$ cat config.mk
export PLATFORM = sky130hd
export DESIGN_NAME = aslim_top
export DESIGN_NICKNAME = d
export VERILOG_FILES = /design/src/hdl/aslim_pkg.sv /design/src/hdl/aslim_axis_if.sv /design/src/hdl/aslim_axis_chan.sv /design/src/hdl/aslim_top.sv
export SDC_FILE = /design/constraint.sdc
export NUM_CORES = 1
export LEC_CHECK = 0
export BUFFER_PORTS_ARGS = -buffer_cell sky130_fd_sc_hd__buf_2
export CAP_MARGIN = 25
export CORE_ASPECT_RATIO = 0.8
export CORE_MARGIN = 2
export CORE_UTILIZATION = 58
export DETAILED_ROUTE_END_ITERATION = 7
export PLACE_DENSITY_LB_ADDON = 0.3
export SYNTH_ARGS = -nofsm -noshare
export SYNTH_HDL_FRONTEND = slang
export SYNTH_HIERARCHICAL = 1
export SYNTH_SLANG_ARGS = --single-unit
$ cat constraint.sdc
create_clock -name ref_clk -period 4.1 [get_ports ref_clk]
set_clock_uncertainty 0.15 [all_clocks]
set_input_delay 0.615 -clock ref_clk [delete_from_list [all_inputs] [get_ports ref_clk]]
set_output_delay 0.615 -clock ref_clk [all_outputs]
set_load 0.01 [all_outputs]
$ cat src/hdl/aslim_pkg.sv
// Shared constants for the axis stop and limit input block.
// Assumes one 10 MHz reference clock and a synchronous active-high reset.
package aslim_pkg;
   localparam int NAX = 4;
   localparam int AW = 8;
   localparam int DW = 32;
   // Register byte offsets
   localparam logic [7:0] OFS_CTRL = 8'h00;
   localparam logic [7:0] OFS_EXT = 8'h04;
   localparam logic [7:0] OFS_CMD = 8'h08;
   localparam logic [7:0] OFS_SUB = 8'h0C;
   localparam logic [7:0] OFS_IRQ_ST = 8'h10;
   localparam logic [7:0] OFS_IRQ_MASK = 8'h14;
   // Control register fields
   localparam int CTRL_SD_LATCH = 0;
   localparam int CTRL_SD_POLNEG = 4;
   localparam int CTRL_EL_DECEL = 8;
   localparam int CTRL_W = 12;
   localparam logic [11:0] CTRL_RST = 12'h0F0;
   // Command register fields
   localparam int CMD_START = 0;
   localparam int CMD_ARM = 4;
   localparam int CMD_DRV_START = 8;
   localparam int CMD_DRV_STOP = 9;
   localparam int CMD_LATCH_CLR = 12;
   // Synchroniser vector layout
   localparam int SY_EMG = 0;
   localparam int SY_START = 1;
   localparam int SY_STOP = 2;
   localparam int SY_POL = 3;
   localparam int SY_PLUS = 7;
   localparam int SY_MINUS = 11;
   localparam int SY_SD = 15;
   localparam int SY_W = 19;
   localparam logic [18:0] SY_RST = 19'h0_0007;
   // Interrupt status layout
   localparam int IRQ_EMG = 0;
   localparam int IRQ_LIMIT = 1;
   localparam int IRQ_SLOW = 5;
   localparam int IRQ_W = 9;
   localparam logic [8:0] IRQ_RST = 9'h000;
endpackage

$ cat src/hdl/aslim_axis_if.sv
// Per-axis link between the top block and one axis channel.
// Assumes all members are on the reference clock.
`timescale 1ns/10ps
`default_nettype none
interface aslim_axis_if;
   logic polSel;
   logic plusEl;
   logic minusEl;
   logic sdIn;
   logic sdLatchMode;
   logic sdPolNeg;
   logic elDecel;
   logic moving;
   logic dirMinus;
   logic latchClr;
   logic plusAct;
   logic minusAct;
   logic sdLvl;
   logic sdLatched;
   logic immStop;
   logic decStop;
   logic slowReq;
   modport top (output polSel, plusEl, minusEl, sdIn, sdLatchMode, sdPolNeg, elDecel,
      moving, dirMinus, latchClr, input plusAct, minusAct, sdLvl, sdLatched, immStop,
      decStop, slowReq);
   modport chan (input polSel, plusEl, minusEl, sdIn, sdLatchMode, sdPolNeg, elDecel,
      moving, dirMinus, latchClr, output plusAct, minusAct, sdLvl, sdLatched, immStop,
      decStop, slowReq);
endinterface
`default_nettype wire

$ cat src/hdl/aslim_axis_chan.sv
// One axis channel: limit polarity, limit stops, slowdown level or latch.
// Assumes inputs are already synchronised to ref_clk by the top block.
`timescale 1ns/10ps
`default_nettype none
module aslim_axis_chan (
   input wire logic ref_clk,
   input wire logic sys_rst,
   aslim_axis_if.chan ax
);
   typedef struct packed {
      logic plusAct;
      logic minusAct;
      logic sdLvl;
      logic sdLatched;
      logic immStop;
      logic decStop;
      logic slowReq;
   } aslim_chan_st_t;

   aslim_chan_st_t q_ff;
   aslim_chan_st_t nxt_q;
   logic plusAct;
   logic minusAct;
   logic sdAct;
   logic stopHit;

   // Polarity decode and stop decisions
   always_comb begin
      nxt_q = q_ff;
      plusAct = ax.polSel ? ~ax.plusEl : ax.plusEl;
      minusAct = ax.polSel ? ~ax.minusEl : ax.minusEl;
      sdAct = ax.sdPolNeg ? ~ax.sdIn : ax.sdIn;
      stopHit = (plusAct & ax.moving & ~ax.dirMinus)
         | (minusAct & ax.moving & ax.dirMinus);
      nxt_q.plusAct = plusAct;
      nxt_q.minusAct = minusAct;
      nxt_q.sdLvl = sdAct;
      // Latched event: set wins over clear
      nxt_q.sdLatched = (q_ff.sdLatched & ~ax.latchClr) | (sdAct & ax.sdLatchMode);
      nxt_q.immStop = stopHit & ~ax.elDecel;
      nxt_q.decStop = stopHit & ax.elDecel;
      nxt_q.slowReq = (ax.sdLatchMode ? nxt_q.sdLatched : sdAct)
         & ax.moving & ~ax.dirMinus;
   end

   // State register
   always_ff @(posedge ref_clk) begin
      if (sys_rst) begin
         q_ff <= '0;
      end else begin
         q_ff <= nxt_q;
      end
   end

   assign ax.plusAct = q_ff.plusAct;
   assign ax.minusAct = q_ff.minusAct;
   assign ax.sdLvl = q_ff.sdLvl;
   assign ax.sdLatched = q_ff.sdLatched;
   assign ax.immStop = q_ff.immStop;
   assign ax.decStop = q_ff.decStop;
   assign ax.slowReq = q_ff.slowReq;
endmodule // aslim_axis_chan
`default_nettype wire

$ cat src/hdl/aslim_top.sv
// Top of the axis stop and limit input block: pin synchronisers, shared
// start/stop lines, emergency halt, register port, interrupt, four axes.
// Assumes the motion engine reports axis motion and direction on ref_clk.
//
// Added by the designer: the register offsets and strobed register access.
`timescale 1ns/10ps
`default_nettype none
module aslim_top (
   input wire logic ref_clk,
   input wire logic sys_rst,
   input wire logic [7:0] regAddr,
   input wire logic [31:0] regWrData,
   input wire logic regWrStb,
   input wire logic regRdStb,
   output logic [31:0] regRdData,
   input wire logic emergencyHaltIn_n,
   input wire logic syncStartLineRd_n,
   output logic syncStartLineDrv_n,
   output logic syncStartLineOe,
   input wire logic syncStopLineRd_n,
   output logic syncStopLineDrv_n,
   output logic syncStopLineOe,
   input wire logic [3:0] limitPolaritySel,
   input wire logic [3:0] plusEndLimitIn,
   input wire logic [3:0] minusEndLimitIn,
   input wire logic [3:0] plusSlowdownIn,
   input wire logic [3:0] axisMoving,
   input wire logic [3:0] axisDirMinus,
   output logic [3:0] axisStartGo,
   output logic [3:0] axisHaltNow,
   output logic [3:0] axisDecelStop,
   output logic [3:0] axisSlowReq,
   output logic irq
);
   typedef struct packed {
      logic [18:0] s1;
      logic [18:0] s2;
      logic emgPrev;
      logic startPrev;
      logic [11:0] ctrl;
      logic [3:0] arm;
      logic [3:0] latchClr;
      logic [8:0] irqSt;
      logic [8:0] irqMask;
      logic [31:0] rdata;
      logic startOe;
      logic stopOe;
      logic lineDrv;
      logic [3:0] startGo;
      logic [3:0] haltNow;
      logic [3:0] decelStop;
      logic [3:0] slowReq;
      logic irq;
   } aslim_top_st_t;

   aslim_top_st_t q_ff;
   aslim_top_st_t nxt_q;
   aslim_axis_if ax[aslim_pkg::NAX] ();
   logic [3:0] chImm;
   logic [3:0] chDec;
   logic [3:0] chSlow;
   logic [15:0] subStat;
   logic emgAct;
   logic startLow;
   logic stopLow;
   logic startEdge;
   logic cmdWr;
   logic [3:0] startReq;
   logic [3:0] consumed;
   logic [3:0] armIdle;
   logic [8:0] ev;
   logic [8:0] irqClr;
   logic [2:0] lineLvl;

   // Four axis channels with their links
   genvar g;
   generate
      for (g = 0; g < aslim_pkg::NAX; g++) begin : gAxis
         assign ax[g].polSel = q_ff.s2[aslim_pkg::SY_POL + g];
         assign ax[g].plusEl = q_ff.s2[aslim_pkg::SY_PLUS + g];
         assign ax[g].minusEl = q_ff.s2[aslim_pkg::SY_MINUS + g];
         assign ax[g].sdIn = q_ff.s2[aslim_pkg::SY_SD + g];
         assign ax[g].sdLatchMode = q_ff.ctrl[aslim_pkg::CTRL_SD_LATCH + g];
         assign ax[g].sdPolNeg = q_ff.ctrl[aslim_pkg::CTRL_SD_POLNEG + g];
         assign ax[g].elDecel = q_ff.ctrl[aslim_pkg::CTRL_EL_DECEL + g];
         assign ax[g].moving = axisMoving[g];
         assign ax[g].dirMinus = axisDirMinus[g];
         assign ax[g].latchClr = q_ff.latchClr[g];
         assign chImm[g] = ax[g].immStop;
         assign chDec[g] = ax[g].decStop;
         assign chSlow[g] = ax[g].slowReq;
         assign subStat[4*g +: 4] = {ax[g].sdLatched, ax[g].sdLvl, ax[g].minusAct,
            ax[g].plusAct};
         aslim_axis_chan uChan (
            .ref_clk(ref_clk),
            .sys_rst(sys_rst),
            .ax(ax[g])
         );
      end
   endgenerate

   // Decoded levels of the shared lines
   assign emgAct = ~q_ff.s2[aslim_pkg::SY_EMG];
   assign startLow = ~q_ff.s2[aslim_pkg::SY_START];
   assign stopLow = ~q_ff.s2[aslim_pkg::SY_STOP];
   assign startEdge = startLow & ~q_ff.startPrev;
   assign cmdWr = regWrStb && (regAddr == aslim_pkg::OFS_CMD);
   assign armIdle = q_ff.arm & ~axisMoving;
   assign lineLvl = q_ff.s2[2:0];

   // Next state of the whole block
   always_comb begin
      nxt_q = q_ff;
      // Two-stage synchronisers on every pin
      nxt_q.s1 = {plusSlowdownIn, minusEndLimitIn, plusEndLimitIn, limitPolaritySel,
         syncStopLineRd_n, syncStartLineRd_n, emergencyHaltIn_n};
      nxt_q.s2 = q_ff.s1;
      nxt_q.emgPrev = emgAct;
      nxt_q.startPrev = startLow;
      // Command pulses
      startReq = cmdWr ? regWrData[aslim_pkg::CMD_START +: 4] : 4'h0;
      nxt_q.startOe = cmdWr & regWrData[aslim_pkg::CMD_DRV_START];
      nxt_q.stopOe = cmdWr & regWrData[aslim_pkg::CMD_DRV_STOP];
      nxt_q.latchClr = cmdWr ? regWrData[aslim_pkg::CMD_LATCH_CLR +: 4] : 4'h0;
      // Starts: direct or on the shared line, refused during emergency
      consumed = q_ff.arm & {4{startEdge}};
      nxt_q.startGo = (startReq | (armIdle & {4{startEdge}})) & ~axisMoving
         & {4{~emgAct}};
      nxt_q.arm = (q_ff.arm & ~consumed)
         | (cmdWr ? regWrData[aslim_pkg::CMD_ARM +: 4] : 4'h0);
      // Immediate halts: emergency, shared stop line, limit
      nxt_q.haltNow = {4{emgAct | stopLow}} | chImm;
      nxt_q.decelStop = chDec;
      nxt_q.slowReq = chSlow;
      // Sticky interrupt events, set wins over clear
      ev = {chSlow, chImm | chDec, emgAct & ~q_ff.emgPrev & (|axisMoving)};
      irqClr = (regWrStb && (regAddr == aslim_pkg::OFS_IRQ_ST)) ? regWrData[8:0] : 9'h000;
      nxt_q.irqSt = (q_ff.irqSt & ~irqClr) | ev;
      nxt_q.irq = |(q_ff.irqSt & q_ff.irqMask);
      // Register writes
      if (regWrStb && (regAddr == aslim_pkg::OFS_CTRL)) begin
         nxt_q.ctrl = regWrData[11:0];
      end
      if (regWrStb && (regAddr == aslim_pkg::OFS_IRQ_MASK)) begin
         nxt_q.irqMask = regWrData[8:0];
      end
      // Read data stands only in the cycle after the strobe
      nxt_q.rdata = 32'h0000_0000;
      if (regRdStb) begin
         case (regAddr)
            aslim_pkg::OFS_CTRL: nxt_q.rdata = {20'h0_0000, q_ff.ctrl};
            aslim_pkg::OFS_EXT: nxt_q.rdata = {25'h000_0000, axisMoving,
               lineLvl};
            aslim_pkg::OFS_SUB: nxt_q.rdata = {16'h0000, subStat};
            aslim_pkg::OFS_IRQ_ST: nxt_q.rdata = {23'h00_0000, q_ff.irqSt};
            aslim_pkg::OFS_IRQ_MASK: nxt_q.rdata = {23'h00_0000, q_ff.irqMask};
            default: nxt_q.rdata = 32'h0000_0000;
         endcase
      end
   end

   // State register
   always_ff @(posedge ref_clk) begin
      if (sys_rst) begin
         q_ff <= '0;
         q_ff.s1 <= aslim_pkg::SY_RST;
         q_ff.s2 <= aslim_pkg::SY_RST;
         q_ff.ctrl <= aslim_pkg::CTRL_RST;
         q_ff.irqSt <= aslim_pkg::IRQ_RST;
         q_ff.irqMask <= aslim_pkg::IRQ_RST;
      end else begin
         q_ff <= nxt_q;
      end
   end

   // Outputs straight from flip-flops
   assign regRdData = q_ff.rdata;
   assign syncStartLineDrv_n = q_ff.lineDrv;
   assign syncStartLineOe = q_ff.startOe;
   assign syncStopLineDrv_n = q_ff.lineDrv;
   assign syncStopLineOe = q_ff.stopOe;
   assign axisStartGo = q_ff.startGo;
   assign axisHaltNow = q_ff.haltNow;
   assign axisDecelStop = q_ff.decelStop;
   assign axisSlowReq = q_ff.slowReq;
   assign irq = q_ff.irq;
endmodule // aslim_top
`default_nettype wire

======== After elaboration in Yosys (flattened, before gate mapping) ========
Index checks and enable logic that the tools add are counted.
word-level totals
  flip-flop bits (word level) ............. 157
  bits in latches ......................... 0
  memory bits (writable) .................. 0
  memory bits (read-only) ................. 0
  output and inout bits ................... 53
  memories kept ........................... 0
operators by class
  add/subtract/negate cells ............... 0
  multipliers ............................. 0
  div/mod/pow operators ................... 0
  order comparisons ....................... 0
  equality and inequality tests ........... 5
  shift-type cells ........................ 0
  mux-type cells .......................... 20
  bitwise gates (word level) .............. 101
  reduce and logical (&&, ||, !) cells .... 9
operators by type and width
  cell                                                                    count
  16-bit case mux with 5 select lines                                     1
  1-bit AND                                                               45
  1-bit NOT                                                               31
  4-bit AND                                                               6
  9-bit AND                                                               2
  8-bit by 4-bit equality test with 1-bit output (second input constant)  2
  8-bit by 5-bit equality test with 1-bit output (second input constant)  2
  1-bit 2-to-1 mux                                                        16
  4-bit OR                                                                4
  9-bit 2-to-1 mux                                                        1
  9-bit NOT                                                               1
  1-bit OR                                                                9
  9-bit OR                                                                1
  9-bit OR reduction                                                      1
  8-bit by 3-bit equality test with 1-bit output (second input constant)  1
  8-bit zero test                                                         1
  4-bit 2-to-1 mux                                                        2
  4-bit NOT                                                               2
  1-bit logical AND                                                       4
  2-bit OR reduction                                                      2
  4-bit OR reduction                                                      1

======== Longest topological paths before layout ========
  depth after elaboration ................. 7
  mapped depth ............................ 6
  depth with buffers taken out ............ 3

======== Hierarchy ========
Netlist, hierarchy kept.
modules (own cells, without submodules)
  module           instances  cells each  area an instance (um2)  sequential area each (um2)
  aslim_top        1          427         4,448.0                 2,262.2
  aslim_axis_chan  4          27          297.8                   140.1

======== Worst setup path after synthesis ========
Ideal clock, no wire load.
  path kind ............................... in2reg
  from .................................... input port regAddr[4]
  to ...................................... register q_ff (netlist bit regRdData[6])
  setup time .............................. 117 ps
  arrival ................................. 1,747 ps
  required time ........................... 3,833 ps
  path slack .............................. 2,087 ps
  stages on the path ...................... 4
  path buffers ............................ 2
  cell sequence ........................... buf_2 buf_2 mux4_2 a22o_1
between the ends
  longest elaborated chain between the ends .. 2
  elaborated cells on any way between the ends .. 6
RTL lines
  element                                                                       line              RTL
  from (decl)                                                                   aslim_top.sv:11   input wire logic [7:0] regAddr,
  8-bit by 5-bit equality test with 1-bit output, or another cell as far along  aslim_top.sv:150  case (regAddr)
  16-bit case mux with 5 select lines *                                         aslim_top.sv:150
  to (signal assigned)                                                          aslim_top.sv:172  q_ff <= nxt_q;
  to (decl)                                                                     aslim_top.sv:56   aslim_top_st_t q_ff;
Every way passes the cells marked *; elsewhere a longest branch is shown, timed or not.
A chain may end at the register's enable or synchronous reset.

======== Worst setup path after layout ========
  from .................................... input port regAddr[2]
  to ...................................... register q_ff (netlist bit regRdData[6])
The elaborated chain is that of the path after synthesis.

==> impl_metrics.tcl <==
set metrics [dict create \
    vias 4036 \
    drt_iter0_drc 387 \
    slowest_stage "and3_1" \
    route.antenna.remaining_nets 0 \
    rsz0062_at_grt "no" \
    worstPathArrival_ns 2.35 \
    hold_path.startpoint "syncStopLineRd_n" \
    largest_register_ffs 24 \
    multi_input_area_um2 2340 \
    syn_area_per_cell_um2 10.5 \
    detailed_place_hpwl_um 8740 \
    ys_warn_count 6 \
    die-width_um 114 \
    yosysMostFrequentCell "dfxtp_1" \
    drv_cap 0 \
    place_congestion 0.877 \
    p_leak_uw 0.00262 \
    totalWireLength_um 12800 \
    cp_slowest_stage_delay_ns 0.59 \
    fin_area_um2 6450 \
    totalPowerFinal_uw 3220 \
    grt_usage 0.251 \
    dp_slack_ns 1.52 \
    seq_area_frac_synth 0.501 \
    ys_ff_latch 141 \
    cts_resized 0 \
    top_register "q_ff" \
    grt_pass1_vias 3684 \
    postSynthCellCount 535 \
    async_flop_share 0 \
    fin_ws_ns 1.96 \
    r2r-end "axisStartGo[0]" \
    clock_path_buffers 2 \
    insertion_delay_ns 0.42 \
    hold_path_class "in2reg" \
    post-route-period-util 0.523 \
    yosys.area.top_type "dfxtp_1" \
    ioPinCount 124 \
    coreArea_um2 9570 \
    hold_path_depth 2 \
    start_util 0.589 \
    cp_top_family "simple AND/OR/NAND/NOR gates" \
    crit_chain "buf_2, nor4b_2, and3_1, a22o_1" \
    final_nets 656 \
    clockRootBuffer "clkbuf_16" \
    regToRegStartpoint "lineLvl[0]" \
    viasPerCell 5.63 \
    drv_slew 0 \
    cts_tree "done" \
    synth_edf_count 0 \
    synth_top_area_share 0.501 \
    rrSetupSlack_ns 2.34 \
    status "finished clean" \
    synth.area.top_cells "dfxtp_1, buf_4, nor2b_1, mux2i_1, mux4_2" \
    critPathCaptureType "flop" \
    dpl-instance-area_um2 5820 \
    design.die.area_um2 10500 \
    post_cts_buffers 0 \
    cts_sinks 141 \
    hold_viol 0 \
    diodes 0 \
    fin_setup_tns_ns 0 \
    period_needed_ns 2.14 \
    grt_max_degree 106 \
    row_count 32 \
    hold_path_end "nxt_q[94]" \
    seq_area_um2 2820 \
    start_kind "input port" \
    grt_overflow 0 \
    timing.fmax_ghz 0.466 \
    synth_ff_type "dfxtp_1" \
    syn_area_um2 5640 \
    io_buffers 89 \
    netlist_top_cells_count "dfxtp_1, buf_4, nor2b_1, nor2_1, nand2b_1" \
    hold_buffers 0 \
    setup_viol 0 \
    fp.dieH_um 92.2 \
    clk_pin_slew_ns 0.06 \
    ir_worst_vdd_uv 336 \
    path_buf_inv 1 \
    rr_worst_depth 3 \
    fillerInstances 761 \
    slew_headroom 0.324 \
    drive_gt1_frac 0.246 \
    cp.required_ns 4.30 \
    cp_max_fo 24 \
    drc 0 \
    antenna_found_initial 0 \
    cts_buffers 17 \
    htree_levels 4 \
    worstSetupPathType "in2reg" \
    avgRoutedWirePerCell_um 17.8 \
    yosysUniqueCellTypes 49 \
    grt_first_pass_wirelength_um 19500 \
    fin_util 0.674 \
    areaGrowthSynthToFinish_pct 14.3 \
    first_pass_iters 4 \
    p_per_area_nw_per_um2 500 \
    worstMarginPinSlew_ns 1.01 \
]
## worst max path at each step
stage                    start           end  slack [ns]  depth (start not counted)
global placement       sys_rst  regRdData[6]        1.58                          4
finish              regAddr[2]  regRdData[6]        1.96                          4
floorplan           regAddr[4]  regRdData[6]        2.09                          4
global route           sys_rst  regRdData[6]        1.81                          4
CTS                    sys_rst  regRdData[6]        1.95                          4
detailed placement     sys_rst  regRdData[6]        1.52                          4
## where the power goes
part / total [µW] / switching (µW) / internal [µW]
clock network: 1620 / 566 / 1050
logic: 178 / 103 / 75.3
registers: 1430 / 20.4 / 1410
## per-stage QoR
stage               cells  hold WS (ns)
finish                717         0.231
global route          717         0.216
CTS                   717         0.224
detailed placement    685         0.249
global placement      685         0.241
floorplan             552         0.239
## cells by family after synthesis
logic type | Yosys count | share of synthesized area
and+or+nand+nor | 196 | 0.220
DFF | 141 | 0.501
buffers and inverters | 88 | 0.0959
AOI/OAI and AO/OA | 64 | 0.0892
muxes | 33 | 0.0754
xor gates and xnor gates | 12 | 0.0186
other | 1 | 0.000665
## layout by cell type (no fill, tap or decap), types with 6 or more instances in the layout
cell type  instances
a211oi_1           8
a21oi_1           12
a22o_1            16
and2_1            10
buf_2             88
clkbuf_16         17
conb_1            18
dfxtp_1          141
inv_1             10
mux2i_1           20
mux4_2             7
nand2_1            6
nand2b_1          21
nand3_1            6
nand4_1           12
nand4b_1           9
nor2_1            38
nor2b_1           44
nor3_1             6
nor4b_1            9
o31ai_1            9
or2_2              7
xnor2_1           12
## final cells by class
class,count,area share
Multi-Input combinational cell,323,0.363
Clock inverter,10,0.0252
Tap cell,119,0.0231
Inverter,10,0.00582
Sequential cell,141,0.438
Clock buffer,22,0.0720
Timing Repair Buffer,92,0.0730
## per-layer routing
| metal | vias to the layer above | share of wire | GRT usage |
|---|---|---|---|
| met3 | 20 | 0.084 | 0.0787 |
| met2 | 168 | 0.44 | 0.373 |
| met5 | - | 0 | 0 |
| li1 | 1911 | - | - |
| met4 | 0 | 0.018 | 0.0955 |
| met1 | 1937 | 0.45 | 0.343 |
No activity file was read; power rests on OpenSTA's default activity.
